===== src/hdl/sspc_pkg.sv =====
// package: register map, field layout and types for suspend/status pin control
package sspc_pkg;
   localparam logic [11:0] SSPC_LEVEL_IDX = 12'h06a;
   localparam logic [11:0] SSPC_DRIVE_IDX = 12'h06b;
   localparam logic [11:0] SSPC_REV_IDX = 12'h260;
   localparam logic [11:0] SSPC_STAT_IDX = 12'h262;
   localparam int SSPC_NPINS = 14;
   localparam logic [15:0] SSPC_PIN_MASK = 16'h3ccf;
   localparam int SSPC_OVR_BIT = 15;
   localparam int SSPC_ST2_LVL_BIT = 13;
   localparam int SSPC_SEL2_LO = 10;
   localparam int SSPC_DRV2_LO = 8;
   localparam int SSPC_ST1_LVL_BIT = 5;
   localparam int SSPC_SECOND_STATUS_SELECT_LO = 2;
   localparam int SSPC_DRV1_BIT = 1;
   localparam logic [1:0] SSPC_DRV_OD = 2'h1;
   localparam logic [1:0] SSPC_DRV_PP = 2'h2;
   localparam logic [15:0] SSPC_STAT_RST = 16'h0200;
   localparam logic [15:0] SSPC_DRIVE_WMASK = 16'hbccf;
   localparam logic [15:0] SSPC_STAT_WMASK = 16'h1f1e;
   localparam logic [7:0] SSPC_POWER_100MA = 8'h32;
   localparam logic [15:0] SSPC_REVISION = 16'h0001; // arbitrary value
   typedef enum logic [2:0] {
      SSPC_SEL_SUSP_RST_A = 3'h0,
      SSPC_SEL_SUSP_HI = 3'h1,
      SSPC_SEL_PWR_HI = 3'h2,
      SSPC_SEL_RST_HI = 3'h3,
      SSPC_SEL_SUSP_RST_B = 3'h4,
      SSPC_SEL_SUSP_LO = 3'h5,
      SSPC_SEL_PWR_LO = 3'h6,
      SSPC_SEL_RST_LO = 3'h7
   } sspc_sel_t;
   typedef struct packed {
      logic suspended;
      logic bus_reset;
      logic configured;
      logic [7:0] max_power;
   } sspc_usb_state_t;
   typedef struct packed {
      logic [SSPC_NPINS-1:0] out;
      logic [SSPC_NPINS-1:0] oe_n;
   } sspc_pins_t;
endpackage


===== src/hdl/sspc_stat_pin.sv =====
// status pin encoder: select code and drive style to pin signals
`timescale 1ns/1ps
`default_nettype none
module sspc_stat_pin (
   input wire logic pclk,
   input wire logic presetn,
   input wire logic first_pin,
   input wire logic [2:0] sel,
   input wire logic [1:0] drive,
   input wire sspc_pkg::sspc_usb_state_t usb,
   output logic pin_out,
   output logic pin_oe_n
);
   import sspc_pkg::*;
   logic high_power;
   logic cond;
   logic active_low;
   logic level;
   always_comb begin
      high_power = usb.max_power > SSPC_POWER_100MA;
      active_low = sel[2];
      case (sel)
         SSPC_SEL_SUSP_RST_A, SSPC_SEL_SUSP_RST_B: begin
            cond = usb.suspended | usb.bus_reset;
            active_low = first_pin;
         end
         SSPC_SEL_SUSP_HI, SSPC_SEL_SUSP_LO: cond = usb.suspended;
         SSPC_SEL_PWR_HI, SSPC_SEL_PWR_LO: cond = usb.suspended | (high_power & ~usb.configured);
         SSPC_SEL_RST_HI, SSPC_SEL_RST_LO: cond = usb.bus_reset;
         default: cond = 1'b0;
      endcase
      level = cond ^ active_low;
   end
   // open drain only releases when high; invalid drive codes treated as driven
   always_ff @(posedge pclk or negedge presetn) begin
      if (!presetn) begin
         pin_out <= 1'b0;
         pin_oe_n <= 1'b0;
      end else begin
         pin_out <= level;
         pin_oe_n <= (drive == SSPC_DRV_OD) & level;
      end
   end
endmodule
`default_nettype wire


===== src/hdl/sspc_top.sv =====
// suspend/status pin control top with apb register slave
//
// The implementer's own choice: the APB interface to the registers.
`timescale 1ns/1ps
`default_nettype none
module sspc_top (
   input wire logic pclk,
   input wire logic presetn,
   input wire logic psel,
   input wire logic penable,
   input wire logic pwrite,
   input wire logic [31:0] paddr,
   input wire logic [31:0] pwdata,
   output logic [31:0] prdata,
   output logic pready,
   output logic pslverr,
   input wire sspc_pkg::sspc_usb_state_t usb,
   input wire sspc_pkg::sspc_pins_t normal,
   input wire logic [sspc_pkg::SSPC_NPINS-1:0] pin_in,
   output sspc_pkg::sspc_pins_t pins,
   output logic stat1_out,
   output logic stat1_oe_n,
   input wire logic stat1_in,
   output logic stat2_out,
   output logic stat2_oe_n,
   input wire logic stat2_in
);
   import sspc_pkg::*;
   logic [15:0] level_reg;
   logic [15:0] drive_reg;
   logic [15:0] stat_reg;
   logic [SSPC_NPINS-1:0] held_out_reg;
   logic [SSPC_NPINS-1:0] held_oe_reg;
   logic susp_d_reg;
   logic setup;
   logic wr;
   logic hit;
   logic [15:0] rdata_next;
   sspc_pins_t pins_next;
   logic [11:0] idx;

   typedef enum logic [1:0] {
      SSPC_IDLE = 2'b01,
      SSPC_ACC = 2'b10
   } sspc_st_t;
   sspc_st_t st_reg;

   function automatic logic [11:0] word_idx(input logic [31:0] a);
      return a[13:2];
   endfunction

   function automatic logic [SSPC_NPINS-1:0] pin_bits(input logic [15:0] r);
      return r[SSPC_NPINS-1:0] & SSPC_PIN_MASK[SSPC_NPINS-1:0];
   endfunction

   assign idx = word_idx(paddr);
   assign setup = psel & ~penable;
   assign wr = psel & penable & pwrite & (st_reg == SSPC_ACC);

   always_comb begin
      hit = 1'b1;
      case (idx)
         SSPC_LEVEL_IDX: rdata_next = level_reg;
         SSPC_DRIVE_IDX: rdata_next = drive_reg;
         SSPC_REV_IDX: rdata_next = SSPC_REVISION;
         SSPC_STAT_IDX: begin
            rdata_next = stat_reg;
            rdata_next[SSPC_ST2_LVL_BIT] = stat2_in;
            rdata_next[SSPC_ST1_LVL_BIT] = stat1_in;
         end
         default: begin
            rdata_next = 16'h0000;
            hit = 1'b0;
         end
      endcase
   end

   // no wait state: setup then access answered on the first access edge
   always_ff @(posedge pclk or negedge presetn) begin
      if (!presetn) begin
         st_reg <= SSPC_IDLE;
         pready <= 1'b0;
         pslverr <= 1'b0;
         prdata <= 32'h0000_0000;
      end else begin
         case (st_reg)
            SSPC_IDLE: begin
               pready <= 1'b0;
               pslverr <= 1'b0;
               if (setup) begin
                  st_reg <= SSPC_ACC;
                  pready <= 1'b1;
                  pslverr <= ~hit;
                  prdata <= {16'h0000, pwrite ? 16'h0000 : rdata_next};
               end
            end
            SSPC_ACC: begin
               st_reg <= SSPC_IDLE;
               pready <= 1'b0;
               pslverr <= 1'b0;
            end
            default: st_reg <= SSPC_IDLE;
         endcase
      end
   end

   // reserved bits forced to zero; software is expected to write zeros anyway
   always_ff @(posedge pclk or negedge presetn) begin
      if (!presetn) begin
         level_reg <= 16'h0000;
         drive_reg <= 16'h0000;
         stat_reg <= SSPC_STAT_RST;
      end else if (wr && hit) begin
         if (idx == SSPC_LEVEL_IDX) begin
            level_reg <= pwdata[15:0] & SSPC_PIN_MASK;
         end
         if (idx == SSPC_DRIVE_IDX) begin
            drive_reg <= pwdata[15:0] & SSPC_DRIVE_WMASK;
         end
         if (idx == SSPC_STAT_IDX) begin
            stat_reg <= pwdata[15:0] & SSPC_STAT_WMASK;
         end
      end
   end

   // capture pin state at suspend entry so override-off keeps it stable
   always_ff @(posedge pclk or negedge presetn) begin
      if (!presetn) begin
         susp_d_reg <= 1'b0;
         held_out_reg <= '0;
         held_oe_reg <= '1;
      end else begin
         susp_d_reg <= usb.suspended;
         if (usb.suspended && !susp_d_reg) begin
            held_out_reg <= pins_next.out;
            held_oe_reg <= pins_next.oe_n;
         end
      end
   end

   always_comb begin
      if (usb.suspended && drive_reg[SSPC_OVR_BIT]) begin
         pins_next.out = pin_bits(level_reg);
         pins_next.oe_n = pin_bits(drive_reg) & pin_bits(level_reg);
      end else if (usb.suspended && susp_d_reg) begin
         pins_next.out = held_out_reg;
         pins_next.oe_n = held_oe_reg;
      end else begin
         pins_next = normal;
      end
   end

   always_ff @(posedge pclk or negedge presetn) begin
      if (!presetn) begin
         pins.out <= '0;
         pins.oe_n <= '1;
      end else begin
         pins <= pins_next;
      end
   end

   sspc_stat_pin u_stat1 (
      .pclk(pclk),
      .presetn(presetn),
      .first_pin(1'b1),
      .sel(stat_reg[SSPC_SECOND_STATUS_SELECT_LO +: 3]),
      .drive({~stat_reg[SSPC_DRV1_BIT], stat_reg[SSPC_DRV1_BIT]}),
      .usb(usb),
      .pin_out(stat1_out),
      .pin_oe_n(stat1_oe_n)
   );

   sspc_stat_pin u_stat2 (
      .pclk(pclk),
      .presetn(presetn),
      .first_pin(1'b0),
      .sel(stat_reg[SSPC_SEL2_LO +: 3]),
      .drive(stat_reg[SSPC_DRV2_LO +: 2]),
      .usb(usb),
      .pin_out(stat2_out),
      .pin_oe_n(stat2_oe_n)
   );

   property p_override_level;
      @(posedge pclk) disable iff (!presetn)
      (usb.suspended && drive_reg[SSPC_OVR_BIT]) |=> (pins.out == pin_bits($past(level_reg)));
   endproperty
   a_override_level: assert property (p_override_level) else $error("override level wrong");

   property p_hold;
      @(posedge pclk) disable iff (!presetn)
      (usb.suspended && susp_d_reg && !drive_reg[SSPC_OVR_BIT]) |=> (pins.out == held_out_reg);
   endproperty
   a_hold: assert property (p_hold) else $error("suspend hold lost");

   property p_od;
      @(posedge pclk) disable iff (!presetn)
      (usb.suspended && drive_reg[SSPC_OVR_BIT])
         |=> (pins.oe_n == (pin_bits($past(drive_reg)) & pin_bits($past(level_reg))));
   endproperty
   a_od: assert property (p_od) else $error("drive style wrong");

   property p_wake;
      @(posedge pclk) disable iff (!presetn)
      !usb.suspended |=> (pins == $past(normal));
   endproperty
   a_wake: assert property (p_wake) else $error("normal pins not restored");

   property p_rev;
      @(posedge pclk) disable iff (!presetn)
      (setup && !pwrite && idx == SSPC_REV_IDX) |=> (prdata[15:0] == SSPC_REVISION);
   endproperty
   a_rev: assert property (p_rev) else $error("revision read wrong");

   property p_stat_live;
      @(posedge pclk) disable iff (!presetn)
      (setup && !pwrite && idx == SSPC_STAT_IDX)
         |=> (prdata[SSPC_ST1_LVL_BIT] == $past(stat1_in) && prdata[SSPC_ST2_LVL_BIT] == $past(stat2_in));
   endproperty
   a_stat_live: assert property (p_stat_live) else $error("status level readback wrong");

   property p_stat2_rst;
      @(posedge pclk) disable iff (!presetn)
      (stat_reg[SSPC_SEL2_LO +: 3] == SSPC_SEL_RST_LO && usb.bus_reset) |=> !stat2_out;
   endproperty
   a_stat2_rst: assert property (p_stat2_rst) else $error("second pin not low in reset");

   property p_stat1_low;
      @(posedge pclk) disable iff (!presetn)
      (stat_reg[SSPC_SECOND_STATUS_SELECT_LO +: 3] == SSPC_SEL_SUSP_RST_A && usb.suspended) |=> !stat1_out;
   endproperty
   a_stat1_low: assert property (p_stat1_low) else $error("first pin not low");

   property p_stat2_hi;
      @(posedge pclk) disable iff (!presetn)
      (stat_reg[SSPC_SEL2_LO +: 3] == SSPC_SEL_SUSP_RST_A && usb.suspended) |=> stat2_out;
   endproperty
   a_stat2_hi: assert property (p_stat2_hi) else $error("second pin not high");

   property p_ready;
      @(posedge pclk) disable iff (!presetn)
      setup |=> pready ##1 !pready;
   endproperty
   a_ready: assert property (p_ready) else $error("apb answer timing wrong");

   property p_stat2_susp_lo;
      @(posedge pclk) disable iff (!presetn)
      (stat_reg[SSPC_SEL2_LO +: 3] == SSPC_SEL_SUSP_LO && usb.suspended) |=> !stat2_out;
   endproperty
   a_stat2_susp_lo: assert property (p_stat2_susp_lo) else $error("second pin not low in suspend");

   property p_stat2_rst_hi;
      @(posedge pclk) disable iff (!presetn)
      (stat_reg[SSPC_SEL2_LO +: 3] == SSPC_SEL_RST_HI && usb.bus_reset) |=> stat2_out;
   endproperty
   a_stat2_rst_hi: assert property (p_stat2_rst_hi) else $error("second pin not high in reset");

   property p_stat2_pwr_hi;
      @(posedge pclk) disable iff (!presetn)
      (stat_reg[SSPC_SEL2_LO +: 3] == SSPC_SEL_PWR_HI && !usb.configured && usb.max_power > SSPC_POWER_100MA)
         |=> stat2_out;
   endproperty
   a_stat2_pwr_hi: assert property (p_stat2_pwr_hi) else $error("high power unconfigured not flagged");

   property p_stat2_pwr_low;
      @(posedge pclk) disable iff (!presetn)
      (stat_reg[SSPC_SEL2_LO +: 3] == SSPC_SEL_PWR_HI && !usb.suspended && usb.max_power <= SSPC_POWER_100MA)
         |=> !stat2_out;
   endproperty
   a_stat2_pwr_low: assert property (p_stat2_pwr_low) else $error("low power flagged outside suspend");

   property p_stat1_hi;
      @(posedge pclk) disable iff (!presetn)
      (stat_reg[SSPC_SECOND_STATUS_SELECT_LO +: 3] == SSPC_SEL_SUSP_HI && usb.suspended) |=> stat1_out;
   endproperty
   a_stat1_hi: assert property (p_stat1_hi) else $error("first pin not high in suspend");

   property p_stat1_rst_b;
      @(posedge pclk) disable iff (!presetn)
      (stat_reg[SSPC_SECOND_STATUS_SELECT_LO +: 3] == SSPC_SEL_SUSP_RST_B && usb.bus_reset) |=> !stat1_out;
   endproperty
   a_stat1_rst_b: assert property (p_stat1_rst_b) else $error("first pin not low in reset");

   property p_stat2_od;
      @(posedge pclk) disable iff (!presetn)
      (stat_reg[SSPC_DRV2_LO +: 2] == SSPC_DRV_OD) |=> (stat2_oe_n == stat2_out);
   endproperty
   a_stat2_od: assert property (p_stat2_od) else $error("second pin open drain wrong");

   property p_stat2_pp;
      @(posedge pclk) disable iff (!presetn)
      (stat_reg[SSPC_DRV2_LO +: 2] == SSPC_DRV_PP) |=> !stat2_oe_n;
   endproperty
   a_stat2_pp: assert property (p_stat2_pp) else $error("second pin not driven");

   property p_stat1_od;
      @(posedge pclk) disable iff (!presetn)
      stat_reg[SSPC_DRV1_BIT] |=> (stat1_oe_n == stat1_out);
   endproperty
   a_stat1_od: assert property (p_stat1_od) else $error("first pin open drain wrong");

   property p_stat1_pp;
      @(posedge pclk) disable iff (!presetn)
      !stat_reg[SSPC_DRV1_BIT] |=> !stat1_oe_n;
   endproperty
   a_stat1_pp: assert property (p_stat1_pp) else $error("first pin not driven");

   property p_level_wr;
      @(posedge pclk) disable iff (!presetn)
      (wr && idx == SSPC_LEVEL_IDX) |=> (level_reg == ($past(pwdata[15:0]) & SSPC_PIN_MASK));
   endproperty
   a_level_wr: assert property (p_level_wr) else $error("level write lost");

   property p_stat_wr;
      @(posedge pclk) disable iff (!presetn)
      (wr && idx == SSPC_STAT_IDX) |=> (stat_reg == ($past(pwdata[15:0]) & SSPC_STAT_WMASK));
   endproperty
   a_stat_wr: assert property (p_stat_wr) else $error("status write lost");

   property p_drive_rsv;
      @(posedge pclk) disable iff (!presetn)
      (drive_reg & ~SSPC_DRIVE_WMASK) == 16'h0000;
   endproperty
   a_drive_rsv: assert property (p_drive_rsv) else $error("reserved drive bits set");

   property p_entry_normal;
      @(posedge pclk) disable iff (!presetn)
      (usb.suspended && !susp_d_reg && !drive_reg[SSPC_OVR_BIT]) |=> (pins == $past(normal));
   endproperty
   a_entry_normal: assert property (p_entry_normal) else $error("suspend entry disturbed pins");

   property p_hold_oe;
      @(posedge pclk) disable iff (!presetn)
      (usb.suspended && susp_d_reg && !drive_reg[SSPC_OVR_BIT]) |=> (pins.oe_n == held_oe_reg);
   endproperty
   a_hold_oe: assert property (p_hold_oe) else $error("suspend drive hold lost");

   c_override: cover property (@(posedge pclk) disable iff (!presetn)
      usb.suspended && drive_reg[SSPC_OVR_BIT]);
   c_hold: cover property (@(posedge pclk) disable iff (!presetn)
      usb.suspended && susp_d_reg && !drive_reg[SSPC_OVR_BIT]);
   c_wr_level: cover property (@(posedge pclk) disable iff (!presetn)
      wr && idx == SSPC_LEVEL_IDX);
   c_err: cover property (@(posedge pclk) disable iff (!presetn) pslverr);
   c_pwr_unconf: cover property (@(posedge pclk) disable iff (!presetn)
      usb.max_power > SSPC_POWER_100MA && !usb.configured);
endmodule
`default_nettype wire


===== config.mk =====
export PLATFORM = sky130hd
export DESIGN_NAME = sspc_top
export DESIGN_NICKNAME = d
export VERILOG_FILES = /design/src/hdl/sspc_pkg.sv /design/src/hdl/sspc_stat_pin.sv /design/src/hdl/sspc_top.sv
export SDC_FILE = /design/constraint.sdc
export NUM_CORES = 1
export LEC_CHECK = 0
export BUFFER_PORTS_ARGS = -buffer_cell sky130_fd_sc_hd__buf_2
export CAP_MARGIN = 20
export CORE_MARGIN = 3
export CORE_UTILIZATION = 44
export CTS_CLUSTER_SIZE = 8
export DETAILED_ROUTE_END_ITERATION = 8
export HOLD_SLACK_MARGIN = 0.05
export PLACE_DENSITY = 0.73
export SYNTH_ARGS = -nofsm -noshare
export SYNTH_HDL_FRONTEND = slang
export SYNTH_SLANG_ARGS = --single-unit

===== constraint.sdc =====
create_clock -name pclk -period 1.6 [get_ports pclk]
set_clock_uncertainty 0.05 [all_clocks]
set_input_delay 0.32 -clock pclk [delete_from_list [all_inputs] [get_ports pclk]]
set_output_delay 0.32 -clock pclk [all_outputs]
set_load 0.05 [all_outputs]

Word-level counts from Yosys, hierarchy flattened
Cells that the tools add are included.
Widths: inputs -> output; s select.
- magnitude comparators: 1
- eq/ne operators: 23
- mux-type cells: 15
- bitwise gates (word level): 16
- reduce and logical (&&, ||, !) cells: 21
- operator list (kind ; count):
    $pmux 16 s4 ; 1
    $mux 28 ; 2
    $eq 12x10->1 const B ; 2
    $eq 12x7->1 const B ; 2
    $eq 3x3->1 const B ; 8
    $mux 16 ; 1
    $reduce_or 2->1 ; 8
    $and 14x14->14 ; 1
    $eq 3x2->1 const B ; 4
    $gt 8x6->1 const B ; 1
    $pmux 1 s4 ; 2
    $reduce_and 2->1 ; 4
    $and 1x1->1 ; 7
    $eq 2x1->1 const B ; 3
    $eq 3x1->1 const B ; 2
    $logic_not 3->1 ; 2
    $mux 1 ; 5
    $logic_and 1x1->1 ; 4
    $mux 2 ; 2
    $not 1->1 ; 4
    $pmux 1 s2 ; 2
    $reduce_or 4->1 ; 1
    $eq 2x2->1 const B ; 1
    $ne 2x2->1 const B ; 1
    4 further kinds ; 6
- bits in registers: 111
- input port bits: 124
- logic and storage cells: 92

Longest topological paths before layout
- depth in word-level cells: 6
- depth in mapped cells: 8

Hierarchy
From an unflattened synthesis, not the netlist that was laid out.
- cell total of the unflattened synthesis: 416
- area, all modules: 5007.3 sq um
- modules (own cells, without submodules) (module ; times used ; cells an instance ; area each (sq um)):
    sspc_top ; 1 ; 376 ; 4662.0
    sspc_stat_pin ; 2 ; 20 ; 172.7

Worst setup path before layout
OpenSTA, ideal clock, no wires.
- kind: register -> register
- start: reg st_reg[0]
- end: reg prdata[4]
- library setup time: 0.068 ns
- arrival: 1.676 ns
- setup slack: -0.194 ns
- stages on the path, launching flop included: 6
- path buffers: 1
- period minus slack after synthesis: 1.794 ns
- path through: dfstp_2 -> ha_1 -> nand3b_1 -> clkbuf_1 -> nor4_1 -> a22o_1
- longest elaborated chain between the ends: 2
- ends and longest elaborated chain (item ; line ; RTL):
    from (decl) ; sspc_top.sv:46 ; sspc_st_t st_reg;
    from (signal assigned) ; sspc_top.sv:81 ; st_reg <= SSPC_IDLE;
    from (signal assigned) ; sspc_top.sv:91 ; st_reg <= SSPC_ACC;
    from (signal assigned) ; sspc_top.sv:98 ; st_reg <= SSPC_IDLE;
    $eq 2x1->1 ; sspc_top.sv:86 ; case (st_reg)
    $reduce_and 2->1 (no source line) ; n/a ;
    to (signal assigned) ; sspc_top.sv:94 ; prdata <= {16'h0000, pwrite ? 16'h0000 : rdata_next};
    to (decl) ; sspc_top.sv:14 ; output logic [31:0] prdata,
No other way between the ends.
A chain may end at the register's enable or synchronous reset.

Final worst setup path
- start: reg st_reg[0]
- end: reg level_reg[3]
- longest elaborated chain between the ends: 4
- ends and longest elaborated chain (item ; line ; RTL):
    $eq 2x2->1 ; sspc_top.sv:58 ; assign wr = psel & penable & pwrite & (st_reg == SSPC_ACC);
    $and 1x1->1 ; sspc_top.sv:58 ;
    $logic_and 1x1->1 ; sspc_top.sv:113 ; end else if (wr && hit) begin
    $reduce_and 2->1 (no source line) ; n/a ;
    to (signal assigned) ; sspc_top.sv:115 ; level_reg <= pwdata[15:0] & SSPC_PIN_MASK;
    to (decl) ; sspc_top.sv:29 ; logic [15:0] level_reg;
No other way between the ends.

==> run summary <==
The tools report the count of final hold-check violations as 0. The worst hold path terminates at prdata[5]. The post-detailed-route count of antenna-violating nets was 0; the initial core utilization was 45.6%. Proportion of synthesized flip-flops having asynchronous set or reset: 100%. Dividing the detail-routed wire length by the instance count gives 17.1 um.

Summed over all cells, the static leakage comes to 3.32 nW. The detailed router finished its first iteration with 181 violations. The worst-case IR drop observed on VDD is 579 uV. For this run, global-route usage on met1 was measured as 23.1%. TritonCTS created 9 clock buffers. The run gives 12,100 um as the routed wire length. STA classifies the critical path endpoint as a register. The pin count of the biggest net entering global routing is 33, and the vertical extent of the die is 113 um. The post-route minimum period came out at 1820 ps. In the routed layout, each cell is associated on average with a via count of 5.15.

The logs give 50 for the number of unique standard cell types used by synthesis and 3,900 for the via count of the first global-routing pass. The total of flip-flops plus latches after synthesis is 110. The tools report the critical register-to-register path endpoint as level_reg[3].

After layout, the worst path uses 113% of the clock period. Setup violations remaining at the end of the flow were counted as 44. The multi-input combinational cells in the finished layout cover a total of 2220 um^2. The congestion estimate from routability-driven global placement came to 0.837.

In the routed design, unresolved DRC markers number 0. The net switching fraction of the power came out at 28.7%. The number of iterations in the first detailed-routing pass was 4. The tools report the clock latency of the later-clocked register in the worst-skew pair as 350 ps. TritonCTS built the clock tree.

Summed over all layers, the global routing overflow is 0. Sorting the synthesized cells by area gives the leading types as dfrtp_1 40%, dfstp_2 16%, mux2_2 9.0%. The startpoint identified for the worst hold timing path is stat1_in. For met2 alone, demand over resource in global routing was 34.1%.

The run gives 21.7% as the fraction of power consumed by combinational cells. The final route contains 3,643 vias. The largest registers in the layout are pins: 28 flops, prdata: 15 flops. Source of the worst register-to-register timing path: st_reg[0].

The hold-critical path depth works out to 2. The clock root buffer is clkbuf_16. The power per standard cell area is 1060 nW/um^2.

The tools report the power share of the sequential group as 45.8%. The clock passes through at most 2 buffers. The H-tree was split into 3 levels. The synthesized netlist occupies a cell area of 5010 um^2. The post-route core utilization was 61.2%.

The count of antenna diodes in the layout was 0. The fmax was 0.551 GHz; the overall global routing resource usage was 18.9%. In the synthesized netlist the dominant register cell turns out to be dfrtp_1.

The global-route wire length before repair is 19,200 um, and the depth of the worst register-to-register path is 6. Port buffering added 120 buffers. After the last flow step, the layout net total stands at 689. The initial antenna violation count is 0. The internal power came out at 0.00506 W. Detailed placement ended at an HPWL of 8530 um. Summed over all instances, the cell type with the most area after synthesis is dfrtp_1.

Global routing used 3.80% of the available met3 tracks. Counting every sink on the clock net gives 110. The logs give 2000 ps for the arrival time of data at the critical path endpoint and -220 ps for the setup slack on the worst flop-to-flop path. The run gives 0.00204 W as the total net switching power.

The run finished, with violations left. After synthesis, the largest area contributor takes up 39.9% of total cell area. The register with the most flip-flops in the layout has 28 of them.

Setup repair after global routing could not meet its margin everywhere. After filler insertion, the fill cell instance count of the layout stands at 856. Clock share of power: 32.5%. The sequential cell area in the final layout was 2790 um^2.

The number of max-capacitance violations reported was 0. The run gives 11,000 um^2 as the standard cell core area. The worst-path maximum fanout was 5; the number of synthesized flops with an enable pin was 0. Yosys printed 0 warnings. In the synthesized netlist, the number of instances is 397.

After synthesis, the mean cell area works out to 12.6 um^2. The startpoint type of the worst setup path is a register. The area of the die came out at 12,700 um^2.

The critical setup path kind was reg2reg. During I/O placement, the number of pins put on the boundary was 190. Cells with a size suffix above 1 make up 53.2% of the layout.

The run gives 38 as the number of core rows. The tools report the worst hold slack across all endpoints as 140 ps. The register with the most flip-flops was pins. The checks that failed: setup timing. STA puts the critical path data required time at 1790 ps.

The sequential element share of the synthesized area was 55.7%; the chip width was 113 um. After clock tree synthesis, the clock-pin slew on the worst setup and hold paths is 70 ps. The worst hold-check path type is in2reg. Layout overhead on the synthesized area: 34.1%. The busiest metal layer after global routing is met2.

The slack of the critical path came out at -215 ps. The total count of max-transition violations in the final report came out at 0.
## area by class of cell
| class | count | share of cell area, % |
|---|---|---|
| sequential | 110 | 41.5 |
| multi-input combinational | 262 | 33.1 |
| timing repair buffer | 175 | 17.9 |
| clock buffer | 12 | 3.82 |
| tap | 140 | 2.61 |
| clock inverter | 4 | 0.800 |
| inverter | 5 | 0.279 |
## power groups by stage
stage	registers (W)	logic (W)	clock network (W)
6_report	0.00325	0.00154	0.00231
5_1_grt	0.00328	0.00165	0.00246
4_1_cts	0.00325	0.00146	0.00234
3_5_place_dp	0.00329	0.00136	0
3_3_place_gp	0.00327	0.00132	0
2_1_floorplan	0.00363	0.000568	0
## cell usage after synthesis (3+ instances only)
library cell	count
a21oi_1	9
a221o_1	6
a22o_1	4
and2_1	3
buf_1	3
buf_2	6
buf_4	17
buf_6	3
clkbuf_1	7
dfrtp_1	80
dfstp_2	30
inv_1	5
mux2_2	40
mux2_4	19
mux2i_1	33
nand2_1	38
nand2b_1	5
nand3_1	13
nor2_1	8
nor3_1	4
nor4b_1	3
o21ai_0	23
or3_1	4
## layer usage
layer  routed length [um]  up-vias
li1                     -     1724
met1                 4970     1815
met2                 6420       91
met3                  552       13
met4                  140        0
met5                    0        -
## critical path, cell delays in order, from the launching register on
cell and delay [ps]:
dfstp_2 380, inv_2 60, ha_4 120, nand4_1 160, or3_4 480, buf_12 160, mux2_4 290
## through the flow
step | std cells | setup TNS, ps | worst slack (ps) | power (W) | area [um^2]
after floorplan | 413 | -3390 | -135 | 0.00420 | 5110
after global placement | 681 | -8310 | -290 | 0.00459 | 6070
after detailed placement | 681 | -9660 | -318 | 0.00465 | 6070
after CTS | 705 | -5640 | -178 | 0.00705 | 6590
after global routing | 708 | -9420 | -269 | 0.00740 | 6720
final | 708 | -6840 | -215 | 0.00710 | 6720
## cells in the final DEF, fill, tap and decap left out, types with 2 or more instances in the layout
| cell type | netlist | layout |
|---|---|---|
| mux2i_1 | 33 | 33 |
| a221o_1 | 6 | 6 |
| and2_1 | 3 | 3 |
| nor2_1 | 8 | 3 |
| buf_4 | 17 | 35 |
| nor2_4 | 0 | 3 |
| nand2_1 | 38 | 37 |
| ha_4 | 0 | 2 |
| o21ai_0 | 23 | 20 |
| a311oi_1 | 2 | 2 |
| clkbuf_16 | 0 | 9 |
| nand3_1 | 13 | 13 |
| o21ai_2 | 0 | 3 |
| mux2_4 | 19 | 30 |
| a21oi_1 | 9 | 9 |
| nand2b_1 | 5 | 5 |
| buf_12 | 0 | 8 |
| a21o_1 | 2 | 2 |
| nor4_4 | 0 | 2 |
| clkinvlp_4 | 0 | 2 |
| nor4b_1 | 3 | 3 |
| nand3b_1 | 2 | 2 |
| buf_8 | 0 | 2 |
| buf_6 | 3 | 8 |
| or3_4 | 0 | 2 |
| a22o_1 | 4 | 4 |
| mux2_2 | 40 | 29 |
| dfrtp_1 | 80 | 80 |
| nor3_1 | 4 | 3 |
| nand2_4 | 1 | 2 |
| buf_16 | 0 | 2 |
| clkbuf_8 | 0 | 2 |
| or3_1 | 4 | 2 |
| buf_2 | 6 | 119 |
| conb_1 | 1 | 17 |
| o31ai_1 | 2 | 2 |
| inv_1 | 5 | 4 |
| nor2_2 | 0 | 2 |
| dfstp_2 | 30 | 30 |
## how the worst max path moves through the flow
stage | startpoint | slack (ps) | depth (start not counted) | to
2_1_floorplan | paddr[12] | -130 | 5 | stat_reg[10]
3_3_place_gp | paddr[12] | -290 | 6 | stat_reg[11]
3_5_place_dp | paddr[12] | -320 | 6 | level_reg[10]
4_1_cts | st_reg[0] | -180 | 6 | level_reg[10]
5_1_grt | st_reg[0] | -270 | 7 | prdata[13]
6_report | st_reg[0] | -220 | 6 | level_reg[3]
## what timing repair did
item	4_1_cts	5_1_grt
gates resized for setup	30	27
setup endpoints to repair	44	44
buffers inserted	4	2
endpoints found under the hold margin	12	0
pin swaps	6	11
hold buffers	1	0
gates cloned	3	1
## kinds of logic (layout without fill, tap and decap cells)
logic type | after synthesis | count (layout) | share of synthesized area (%)
and+or+nand+nor | 93 | 93 | 9.91
adders and majority gates | 2 | 2 | 0.499
DFF | 110 | 110 | 55.7
buffers and inverters | 41 | 196 | 4.94
muxes | 92 | 92 | 21.3
xor gates and xnor gates | 1 | 1 | 0.175
AOI/OAI and AO/OA | 57 | 57 | 7.49
other | 1 | 17 | 0.0748
Note: power is estimated with default switching activity, not from simulation.
